File: src/instr_exec_pkg.sv
// Constants and types for the table-write and test-zero-skip execution block.
// Assumes one clock edge per instruction cycle of the core.
// Operation
// - File value zero discards the fetched instruction; a no-op cycle follows.
// - Skip over a two-word instruction makes three cycles in total.
// - Test-zero-skip never changes any status flag.
// - Access bit clear maps the file operand onto the access bank, except for the indexed literal offset case below.
// - Access bit set takes the bank from the bank select register.
// - Extended set, access bit clear, operand at most 95: indexed literal offset.
// - Post-increment write uses the current pointer, then adds one.
// - Pre-increment adds one to the pointer, then writes at the new value.
// - Pointer bits 2:0 pick one of eight holding registers.
// - Table pointer is a 21-bit byte address; steps wrap within it.
package instr_exec_pkg;
	localparam int PTR_W     = 21;
	localparam int ADDR_W    = 12;
	localparam int HOLD_N    = 8;
	localparam int HOLD_IDX_W = 3;

	localparam logic [6:0]  TSTZ_OPC    = 7'h33;
	localparam int          TSTZ_OPC_LSB = 9;
	localparam int          ACC_BIT     = 8;
	localparam logic [13:0] TWR_OPC     = 14'h0003;
	localparam int          TWR_OPC_LSB = 2;

	localparam logic [1:0] TW_NONE = 2'h0;
	localparam logic [1:0] TW_POST_INC = 2'h1;
	localparam logic [1:0] TW_POST_DEC = 2'h2;
	localparam logic [1:0] TW_PRE_INC = 2'h3;

	localparam logic [7:0]  INDEXED_MAX = 8'h5F;
	localparam logic [7:0]  ACCESS_LOW_MAX = 8'h5F;
	localparam logic [3:0]  ACCESS_HIGH_BANK = 4'hF;
	localparam logic [3:0]  ACCESS_LOW_BANK = 4'h0;

	localparam logic [PTR_W-1:0] PTR_RESET = 21'h000000;
	localparam logic [PTR_W-1:0] PTR_ONE = 21'h000001;
	localparam logic [7:0]       HOLD_RESET = 8'hFF;

	typedef enum logic [1:0] {
		ST_IDLE,
		ST_TWRITE,
		ST_SKIP1,
		ST_SKIP2
	} exec_state_e;
endpackage

File: src/holding_regs.sv
// Eight byte-wide program-memory holding registers, one write port.
// Assumes writes come from the execution block; read port is for the flash logic.
`timescale 1ns/1ps
`default_nettype none
module holding_regs
	import instr_exec_pkg::*;
(
	input  wire logic                  clk,
	input  wire logic                  rst_n,
	input  wire logic                  we,
	input  wire logic [HOLD_IDX_W-1:0] wr_idx,
	input  wire logic [7:0]            wr_data,
	input  wire logic [HOLD_IDX_W-1:0] rd_idx,
	output logic      [7:0]            rd_data
);
	logic [7:0] mem_q [HOLD_N];

	always_ff @(posedge clk or negedge rst_n) begin
		if (!rst_n) begin
			for (int i = 0; i < HOLD_N; i++) begin
				mem_q[i] <= HOLD_RESET;
			end
		end else if (we) begin
			mem_q[wr_idx] <= wr_data;
		end
	end

	always_ff @(posedge clk or negedge rst_n) begin
		if (!rst_n) begin
			rd_data <= HOLD_RESET;
		end else begin
			rd_data <= mem_q[rd_idx];
		end
	end
endmodule
`default_nettype wire

File: src/instr_exec.sv
// Execution of the table-write and test-zero-skip instructions.
// Assumes the core offers one instruction word per cycle while instr_ready is high,
// answers file_addr with file_data in the same cycle and reports whether the
// already fetched next instruction is two words long.
`timescale 1ns/1ps
`default_nettype none
module instr_exec
	import instr_exec_pkg::*;
(
	input  wire logic                  clk,
	input  wire logic                  rstn,
	input  wire logic                  instr_valid,
	input  wire logic [15:0]           instr_word,
	output logic                       instr_ready,
	input  wire logic                  ext_set_en,
	input  wire logic [3:0]            bank_select_reg,
	input  wire logic [ADDR_W-1:0]     fsr2_base,
	output logic      [ADDR_W-1:0]     file_addr,
	input  wire logic [7:0]            file_data,
	input  wire logic                  next_two_word,
	output logic                       discard_fetch,
	output logic                       nop_cycle,
	output logic                       status_we,
	input  wire logic [7:0]            table_latch,
	input  wire logic                  ptr_load,
	input  wire logic [PTR_W-1:0]      ptr_load_val,
	output logic      [PTR_W-1:0]      table_pointer,
	input  wire logic [HOLD_IDX_W-1:0] hold_rd_idx,
	output logic      [7:0]            hold_rd_data
);
	typedef struct packed {
		exec_state_e      state;
		logic [PTR_W-1:0] ptr;
		logic [1:0]       mode;
		logic             skip_two;
		logic             discard;
	} exec_s;

	exec_s s_q;
	exec_s s_d;
	logic  rst_sync1_q;
	logic  rst_sync2_q;
	logic  rst_n;

	always_ff @(posedge clk or negedge rstn) begin
		if (!rstn) begin
			rst_sync1_q <= 1'b0;
			rst_sync2_q <= 1'b0;
		end else begin
			rst_sync1_q <= 1'b1;
			rst_sync2_q <= rst_sync1_q;
		end
	end
	assign rst_n = rst_sync2_q;

	// Wrapping pointer step, used for increment and decrement
	function automatic logic [PTR_W-1:0] ptr_step(input logic [PTR_W-1:0] p,
			input logic down);
		ptr_step = down ? p - PTR_ONE : p + PTR_ONE;
	endfunction

	// File operand to data address
	function automatic logic [ADDR_W-1:0] file_map(input logic [7:0] f, input logic a,
			input logic ext, input logic [3:0] bank, input logic [ADDR_W-1:0] fsr2);
		if (a) begin
			file_map = {bank, f};
		end else if (ext && f <= INDEXED_MAX) begin
			file_map = ADDR_W'(fsr2 + {4'h0, f});
		end else if (f <= ACCESS_LOW_MAX) begin
			file_map = {ACCESS_LOW_BANK, f};
		end else begin
			file_map = {ACCESS_HIGH_BANK, f};
		end
	endfunction

	logic                  is_tstz;
	logic                  is_twrite;
	logic                  take;
	logic                  hold_we;
	logic [HOLD_IDX_W-1:0] hold_idx;
	logic [PTR_W-1:0]      wr_ptr;

	assign instr_ready = (s_q.state == ST_IDLE);
	assign take = instr_valid && instr_ready;
	assign is_tstz = (instr_word[15:TSTZ_OPC_LSB] == TSTZ_OPC);
	assign is_twrite = (instr_word[15:TWR_OPC_LSB] == TWR_OPC);
	assign file_addr = file_map(instr_word[7:0], instr_word[ACC_BIT], ext_set_en,
		bank_select_reg, fsr2_base);

	assign wr_ptr = (s_q.mode == TW_PRE_INC) ? ptr_step(s_q.ptr, 1'b0) : s_q.ptr;
	assign hold_idx = wr_ptr[HOLD_IDX_W-1:0];
	assign hold_we = (s_q.state == ST_TWRITE);
	assign nop_cycle = (s_q.state == ST_SKIP1) || (s_q.state == ST_SKIP2);
	assign discard_fetch = s_q.discard;
	assign status_we = 1'b0;
	assign table_pointer = s_q.ptr;

	always_comb begin
		s_d = s_q;
		s_d.discard = 1'b0;
		case (s_q.state)
			ST_IDLE: begin
				if (ptr_load) begin
					s_d.ptr = ptr_load_val;
				end
				if (take && is_twrite) begin
					s_d.mode = instr_word[1:0];
					s_d.state = ST_TWRITE;
				end else if (take && is_tstz && file_data == 8'h00) begin
					s_d.discard = 1'b1;
					s_d.skip_two = next_two_word;
					s_d.state = ST_SKIP1;
				end
			end
			ST_TWRITE: begin
				case (s_q.mode)
					TW_POST_INC: s_d.ptr = ptr_step(s_q.ptr, 1'b0);
					TW_POST_DEC: s_d.ptr = ptr_step(s_q.ptr, 1'b1);
					TW_PRE_INC: s_d.ptr = wr_ptr;
					default: s_d.ptr = s_q.ptr;
				endcase
				s_d.state = ST_IDLE;
			end
			ST_SKIP1: begin
				s_d.state = s_q.skip_two ? ST_SKIP2 : ST_IDLE;
			end
			ST_SKIP2: begin
				s_d.skip_two = 1'b0;
				s_d.state = ST_IDLE;
			end
			default: begin
				s_d.state = ST_IDLE;
			end
		endcase
	end

	always_ff @(posedge clk or negedge rst_n) begin
		if (!rst_n) begin
			s_q <= '{state: ST_IDLE, ptr: PTR_RESET, mode: TW_NONE, skip_two: 1'b0,
				discard: 1'b0};
		end else begin
			s_q <= s_d;
		end
	end

	holding_regs u_hold (
		.clk     (clk),
		.rst_n   (rst_n),
		.we      (hold_we),
		.wr_idx  (hold_idx),
		.wr_data (table_latch),
		.rd_idx  (hold_rd_idx),
		.rd_data (hold_rd_data)
	);

	tstz_opcode_a: assert property (@(posedge clk) disable iff (!rst_n)
		take && instr_word[15:9] == 7'h33 && file_data == 8'h00
		|=> s_q.state == ST_SKIP1)
		else $error("zero test not decoded as skip");

	skip_two_cycle_a: assert property (@(posedge clk) disable iff (!rst_n)
		take && is_tstz && file_data == 8'h00 && !next_two_word
		|=> discard_fetch && nop_cycle ##1 instr_ready && !nop_cycle)
		else $error("skip did not take exactly two cycles");

	skip_three_cycle_a: assert property (@(posedge clk) disable iff (!rst_n)
		take && is_tstz && file_data == 8'h00 && next_two_word
		|=> nop_cycle [*2] ##1 instr_ready)
		else $error("skip over two-word instruction not three cycles");

	no_skip_a: assert property (@(posedge clk) disable iff (!rst_n)
		take && is_tstz && file_data != 8'h00 |=> instr_ready && !discard_fetch)
		else $error("nonzero test skipped");

	flags_kept_a: assert property (@(posedge clk) disable iff (!rst_n)
		!status_we)
		else $error("status flags written");

	access_bank_a: assert property (@(posedge clk) disable iff (!rst_n)
		!instr_word[8] && !ext_set_en |-> file_addr[11:8] ==
			(instr_word[7:0] <= 8'h5F ? 4'h0 : 4'hF))
		else $error("access bank mapping wrong");

	banked_a: assert property (@(posedge clk) disable iff (!rst_n)
		instr_word[8] |-> file_addr == {bank_select_reg, instr_word[7:0]})
		else $error("banked mapping wrong");

	indexed_a: assert property (@(posedge clk) disable iff (!rst_n)
		!instr_word[8] && ext_set_en && instr_word[7:0] <= 8'h5F
		|-> file_addr == ADDR_W'(fsr2_base + {4'h0, instr_word[7:0]}))
		else $error("indexed literal offset mapping wrong");

	post_inc_a: assert property (@(posedge clk) disable iff (!rst_n)
		hold_we && s_q.mode == TW_POST_INC
		|-> hold_idx == s_q.ptr[2:0] ##1 table_pointer == $past(s_q.ptr) + 21'h1)
		else $error("post-increment write wrong");

	pre_inc_a: assert property (@(posedge clk) disable iff (!rst_n)
		hold_we && s_q.mode == TW_PRE_INC
		|-> hold_idx == 3'(s_q.ptr[2:0] + 3'h1) ##1 table_pointer == $past(s_q.ptr) + 21'h1)
		else $error("pre-increment write wrong");

	twrite_len_a: assert property (@(posedge clk) disable iff (!rst_n)
		take && is_twrite |=> hold_we && !instr_ready ##1 instr_ready && !hold_we)
		else $error("table write not two cycles");

	ptr_wrap_a: assert property (@(posedge clk) disable iff (!rst_n)
		hold_we && s_q.mode == TW_POST_DEC && s_q.ptr == 21'h000000
		|=> table_pointer == 21'h1FFFFF)
		else $error("pointer decrement did not wrap");

	write_index_a: assert property (@(posedge clk) disable iff (!rst_n)
		hold_we && (s_q.mode == TW_NONE || s_q.mode == TW_POST_DEC)
		|-> hold_idx == s_q.ptr[2:0])
		else $error("holding register index wrong");

	skip_no_write_a: assert property (@(posedge clk) disable iff (!rst_n)
		take && is_tstz |=> !hold_we)
		else $error("zero test wrote a holding register");

	post_dec_a: assert property (@(posedge clk) disable iff (!rst_n)
		hold_we && s_q.mode == TW_POST_DEC
		|=> table_pointer == $past(s_q.ptr) - 21'h1)
		else $error("post-decrement step wrong");
endmodule
`default_nettype wire

File: config.mk
export PLATFORM = sky130hd
export DESIGN_NAME = instr_exec
export DESIGN_NICKNAME = d
export VERILOG_FILES = /design/src/instr_exec_pkg.sv /design/src/holding_regs.sv /design/src/instr_exec.sv
export SDC_FILE = /design/constraint.sdc
export NUM_CORES = 1
export LEC_CHECK = 0
export ABC_CLOCK_PERIOD_IN_PS = 8850
export BUFFER_PORTS_ARGS = -buffer_cell sky130_fd_sc_hd__clkbuf_2
export CAP_MARGIN = 20
export CORE_UTILIZATION = 30
export CTS_CLUSTER_SIZE = 10
export DETAILED_ROUTE_END_ITERATION = 10
export GPL_TIMING_DRIVEN = 0
export PLACE_DENSITY = 0.48
export REMOVE_ABC_BUFFERS = 1
export SYNTH_ARGS = -nofsm -noshare
export SYNTH_HDL_FRONTEND = slang
export SYNTH_HIERARCHICAL = 1
export SYNTH_SLANG_ARGS = --single-unit
export TNS_END_PERCENT = 50
File: constraint.sdc
create_clock -name clk -period 8.85 [get_ports clk]
set_clock_uncertainty 0.1 [all_clocks]
set_input_delay 0.4425 -clock clk [delete_from_list [all_inputs] [get_ports clk]]
set_output_delay 0.4425 -clock clk [all_outputs]
set_load 0.02 [all_outputs]
======== Yosys cells after proc, flatten, opt, wreduce, memory -nomap -nowiden ========
Index checks and enable logic that the tools add are counted.
word-level totals
  output and inout bits ................... 45
  word-level logic and storage cells ...... 74
  input bits .............................. 78
  bits in registers ....................... 101
operators by class
  equality and inequality tests ........... 13
  bitwise logic cells ..................... 2
  muxes and demuxes ....................... 21
  add/subtract/negate cells ............... 3
  reductions and logical operators ........ 15
  order comparisons ....................... 4
operators by type and width
  cell                                                         number
  bitwise mux 64 bit                                           1
  one-hot mux 21 bit (3 select lines)                          1
  2-to-1 mux 21 bit                                            2
  one-hot mux 21 bit (2 select lines)                          1
  2-to-1 mux 12 bit                                            3
  binary-select mux 8 bit (select 3 bit)                       1
  demux 8 bit (select 3 bit)                                   1
  2-to-1 mux 8 bit                                             3
  adder 21 x 1 -> 21 bit (second input constant)               1
  subtractor 21 x 1 -> 21 bit (second input constant)          1
  equality test 14 x 2 -> 1 bit (second input constant)        1
  adder 12 x 8 -> 12 bit                                       1
  2-to-1 mux 2 bit                                             5
  equality test 2 bit (second input constant)                  4
  >= comparator 4 bit (second input constant)                  2
  <= comparator 8 x 7 -> 1 bit (second input constant)         1
  zero test 8 bit                                              1
  NOT 3 -> 4 bit                                               2
  equality test 7 x 6 -> 1 bit (second input constant)         1
  logical AND 1 bit                                            6
  one-hot mux 2 bit (3 select lines)                           1
  AND reduction 3 bit                                          2
  equality test 2 x 1 -> 1 bit (second input constant)         2
  less-than comparator 4 x 1 -> 1 bit (second input constant)  1
  other kinds (11)                                             13

======== Logic depth before layout (Yosys ltp) ========
  word-level depth ........................ 8
  mapped depth ............................ 9
  depth with buffers taken out ............ 8

======== Cells and area by module ========
The synthesis kept the hierarchy.
modules (own cells, without submodules)
  module        seq. area each (µm²)  area each (µm²)  cells an instance  times used
  holding_regs  1,891.8               3,283.1          180                1
  instr_exec    725.7                 3,198.1          421                1

======== Least setup slack after synthesis ========
No wires, ideal clock.
  kind .................................... input to output
  from .................................... input instr_word[0]
  to ...................................... output file_addr[10]
  path buffers ............................ 0
  stages on the path ...................... 8
  slack ................................... 5,806 ps
  arrival ................................. 2,502 ps
  required time ........................... 8,307 ps
  path through ............................ ha_1 fa_1 a21oi_1 o21ai_0 a2111oi_0 nor4_1 xnor2_1 o22ai_1
between the ends
  word-level cells in the longest chain between the ends .. 4
  elaborated cells on any way between the ends .. 6
  those cells by class .................... add/sub (1); order compare (1); mux (3); reduce/logical (1)
ends and longest elaborated chain
  item                                                           RTL line                            RTL
  start: declaration                                             instr_exec.sv:13                    input wire logic [15:0] instr_word,
  <= comparator 8 x 7 -> 1 bit                                   instr_exec.sv:67, instr_exec.sv:69
  2-to-1 mux 12 bit / logical AND 1 bit (equally long branches)  instr_exec.sv:69, instr_exec.sv:67
  2-to-1 mux 12 bit (*)                                          instr_exec.sv:67                    end else if (ext && f <= INDEXED_MAX) begin
  2-to-1 mux 12 bit (*)                                          instr_exec.sv:65                    if (a) begin
  end: declaration                                               instr_exec.sv:18                    output logic [ADDR_W-1:0] file_addr,
Mark *: on every way between the ends. The rest lies on a longest branch, timed or not.

======== Final worst setup path ========
  from .................................... input instr_word[0]
  to ...................................... output file_addr[8]
The elaborated chain is that of the path after synthesis.

==> flow_summary.toml <==
[floorplan]
core-area_mm2 = 0.02109
fp.dieW_um = 149.0
die_h_um = 149.0
initial_utilization = 0.3073
floorplan.die_area_mm2 = 0.02220
placementRows = 53
ioPinCount = 123

[synthesis]
synth.ff_latch_count = 101
post-synth-top-area-cell = "sky130_fd_sc_hd__dfstp_2"
library_cell_with_the_highest_instance_count_after_synthesis = "sky130_fd_sc_hd__mux2_2"
syn-instance-count = 601
synthDistinctLibCells = 68
average_instance_area_after_synthesis_um2 = 10.78
ys.warnings.count = 6
netlist_top_cells_area = "sky130_fd_sc_hd__dfstp_2, sky130_fd_sc_hd__mux2_2, sky130_fd_sc_hd__dfrtp_1, sky130_fd_sc_hd__mux4_1, sky130_fd_sc_hd__ha_1"
synth_enable_flop_cells = 0
postSynth.asyncResetShare = 1.000
synth_top_cells_by_count = "sky130_fd_sc_hd__mux2_2, sky130_fd_sc_hd__dfstp_2, sky130_fd_sc_hd__nand2_1"
synth_ff_type = "sky130_fd_sc_hd__dfstp_2"
synth_area_mm2 = 0.006481
synth_largest_type_area_fraction = 0.2919
synth_seq_area_share = 0.4039

[power]
power.density_mw_per_mm2 = 149.5
worst_ir_drop_on_vdd_mv = 0.08861
leakagePower_nw = 3.230

[route]
routed_wire_length_per_instance_um = 17.47
drtAntennaViolNets = 0
drc = 0
totalWireLength_mm = 16.75
detail_route.iter0.violations = 212
firstDrtPassIters = 4
dr_total_vias = 4997
route.detailed.vias_per_inst = 5.211

[sta]
max_slew_headroom = 0.3016
timing.fmax_ghz = 0.2862
post-route-min-period_ns = 3.494
layout_worst_path_cycle_share = 0.3948
fin_setup_tns_ns = 0
timing_max_transition_violations_final = 0
worst_slew_pin_slew_ns = 1.048
setup_violations = 0
rsz0062_at_grt = "no"
timing.final.hold_violations = 0

[clock_network]
clkSlewWorstSetupHoldPaths_ns = 0.08
tritoncts_clock_tree = "yes"
cts.sinks = 101
tritoncts.num_buffers = 9
cts.root.buffer_cell = "sky130_fd_sc_hd__clkbuf_16"
cts_buffer_depth = 2
cts.repair.resized = 0
cts-htree-levels = 3
clock_insertion_delay_worst_skew_ns = 0.35

[cells_and_area]
finalNonFillerCells = 959
layout.core_utilization = 0.3565
share_of_cells_above_drive_strength_1 = 0.4474
area.growth.synth_to_final_pct = 16.00
finalNetCount = 774
num_antenna_cells = 0

[critical_path]
critical_path_class = "in2out"
critical_path_peak_fanout = 3
register_to_register_path_setup_slack_ns = 5.63
worstReg2RegStart = "table_pointer[0]"
critical_path_arrival_ns = 2.95
worstRegToRegCells = 6
wp_data_required_ns = 8.31
cp-end-kind = "primary output"
cp-start-kind = "input pin"
worst_r2r_endpoint = "u_hold/mem_q[25]"

[place]
port-buffer-count = 121
place.gp.congestion = 0.8632
dp_hpwl_mm = 11.88
place.detailed.instances = 940

[global_routing]
grt_max_degree = 72
grt_antenna_before_repair = 0
vias_in_the_first_global_route = 4992
groute.usage.overall = 0.1562
grt_overflow = 0
grt_first_pass_wirelength_mm = 26.74

[run_status]
status = "completed"

[run]
cap_viol_max_count = 0

[worst_hold_path]
worstHoldPathType = "reg2async"
cells by family (layout without fill, tap and decap cells):
family | count (synthesis) | count (layout) | synth area share
AO/OA/AOI/OAI | 108 | 108 | 0.1077
XOR/XNOR | 33 | 33 | 0.04575
adder cells (fa/ha/maj) | 17 | 17 | 0.03398
buffers and inverters | 82 | 165 | 0.06718
flip-flops | 101 | 101 | 0.4039
multiplexers | 93 | 93 | 0.1975
other | 2 | 2 | 0.001159
AND/OR/NAND/NOR | 165 | 165 | 0.1429
power by group:
part	switching (mW)	internal [mW]	total, mW
Clock	0.195	0.227	0.421
Sequential	0.0307	0.491	0.522
Combinational	0.102	0.0786	0.181
through the flow:
step | hold slack [ns] | instance area [um^2] | setup slack (ns) | total power, mW
floorplan | 0.04691 | 6121 | 5.806 | 0.6336
global placement | 0.1319 | 7071 | 3.944 | 0.7000
detailed placement | 0.1332 | 7161 | 4.850 | 0.7092
CTS | 0.2020 | 7483 | 4.830 | 1.143
global route | 0.2178 | 7518 | 5.096 | 1.186
finish | 0.1821 | 7518 | 5.356 | 1.124
cell usage in the layout, fill, tap and decap left out, drive strengths merged, types with 12 or more instances in the layout:
| master | Yosys | layout |
|---|---|---|
| a21oi | 21 | 21 |
| clkbuf | 22 | 131 |
| dfrtp | 29 | 29 |
| dfstp | 72 | 72 |
| ha | 16 | 16 |
| inv | 20 | 24 |
| mux2 | 74 | 74 |
| mux4 | 16 | 16 |
| nand2 | 41 | 41 |
| nand3 | 12 | 12 |
| nor2 | 27 | 27 |
| nor3 | 15 | 15 |
| nor4 | 13 | 13 |
| o21ai | 34 | 34 |
| xnor2 | 13 | 13 |
| xor2 | 20 | 20 |
how the worst max path moves through the flow:
| stage | slack, ns | end | start | depth (start not counted) |
|---|---|---|---|---|
| global placement | 3.94 | table_pointer[16] | s_q[26] | 7 |
| floorplan | 5.81 | file_addr[10] | instr_word[0] | 8 |
| global route | 5.10 | file_addr[10] | instr_word[0] | 10 |
| detailed placement | 4.85 | table_pointer[16] | s_q[26] | 8 |
| CTS | 4.83 | table_pointer[16] | s_q[26] | 8 |
| finish | 5.36 | file_addr[8] | instr_word[0] | 10 |
flip-flops by register name, indices dropped and copies added, names as in the netlist:
signal / cells
s_q: 5
u_hold/mem_q: 64
u_hold/rd_data: 8
rst_sync1_q: 1
discard_fetch: 1
rst_n: 1
table_pointer: 21
layout make-up:
cell class                      instances  area, um^2
Timing Repair Buffer                  129       711.9
Clock buffer                            9       225.2
Tap cell                              275       344.1
Inverter                               20       75.07
Fill cell                            2160       13570
Multi-Input combinational cell        418        3453
Sequential cell                       101        2621
Clock inverter                          7       87.58
layer usage:
metal	up-vias	global-route usage	share of wire	routed length, um
met5	-	0	0	0
met1	2469	0.2055	0.47	7800
li1	2354	-	-	-
met2	150	0.2488	0.47	7815
met4	0	0.05918	0.022	374
met3	24	0.03547	0.045	758
critical path: stages:
cell and delay, ns:
sky130_fd_sc_hd__clkbuf_2 0.11, sky130_fd_sc_hd__ha_1 0.23, sky130_fd_sc_hd__fa_1 0.41, sky130_fd_sc_hd__a21oi_1 0.20, sky130_fd_sc_hd__o21ai_0 0.17, sky130_fd_sc_hd__a2111oi_0 0.73, sky130_fd_sc_hd__nor4_1 0.12, sky130_fd_sc_hd__nand3b_1 0.21
sky130_fd_sc_hd__a21oi_1 0.15, sky130_fd_sc_hd__clkbuf_2 0.18
repair_timing:
| item | in CTS | in global routing |
|---|---|---|
| endpoints found under the hold margin | 2 | 0 |
| hold buffers | 1 | 0 |
| buffers inserted | 0 | 0 |
Note: power is estimated with default switching activity, not from simulation.
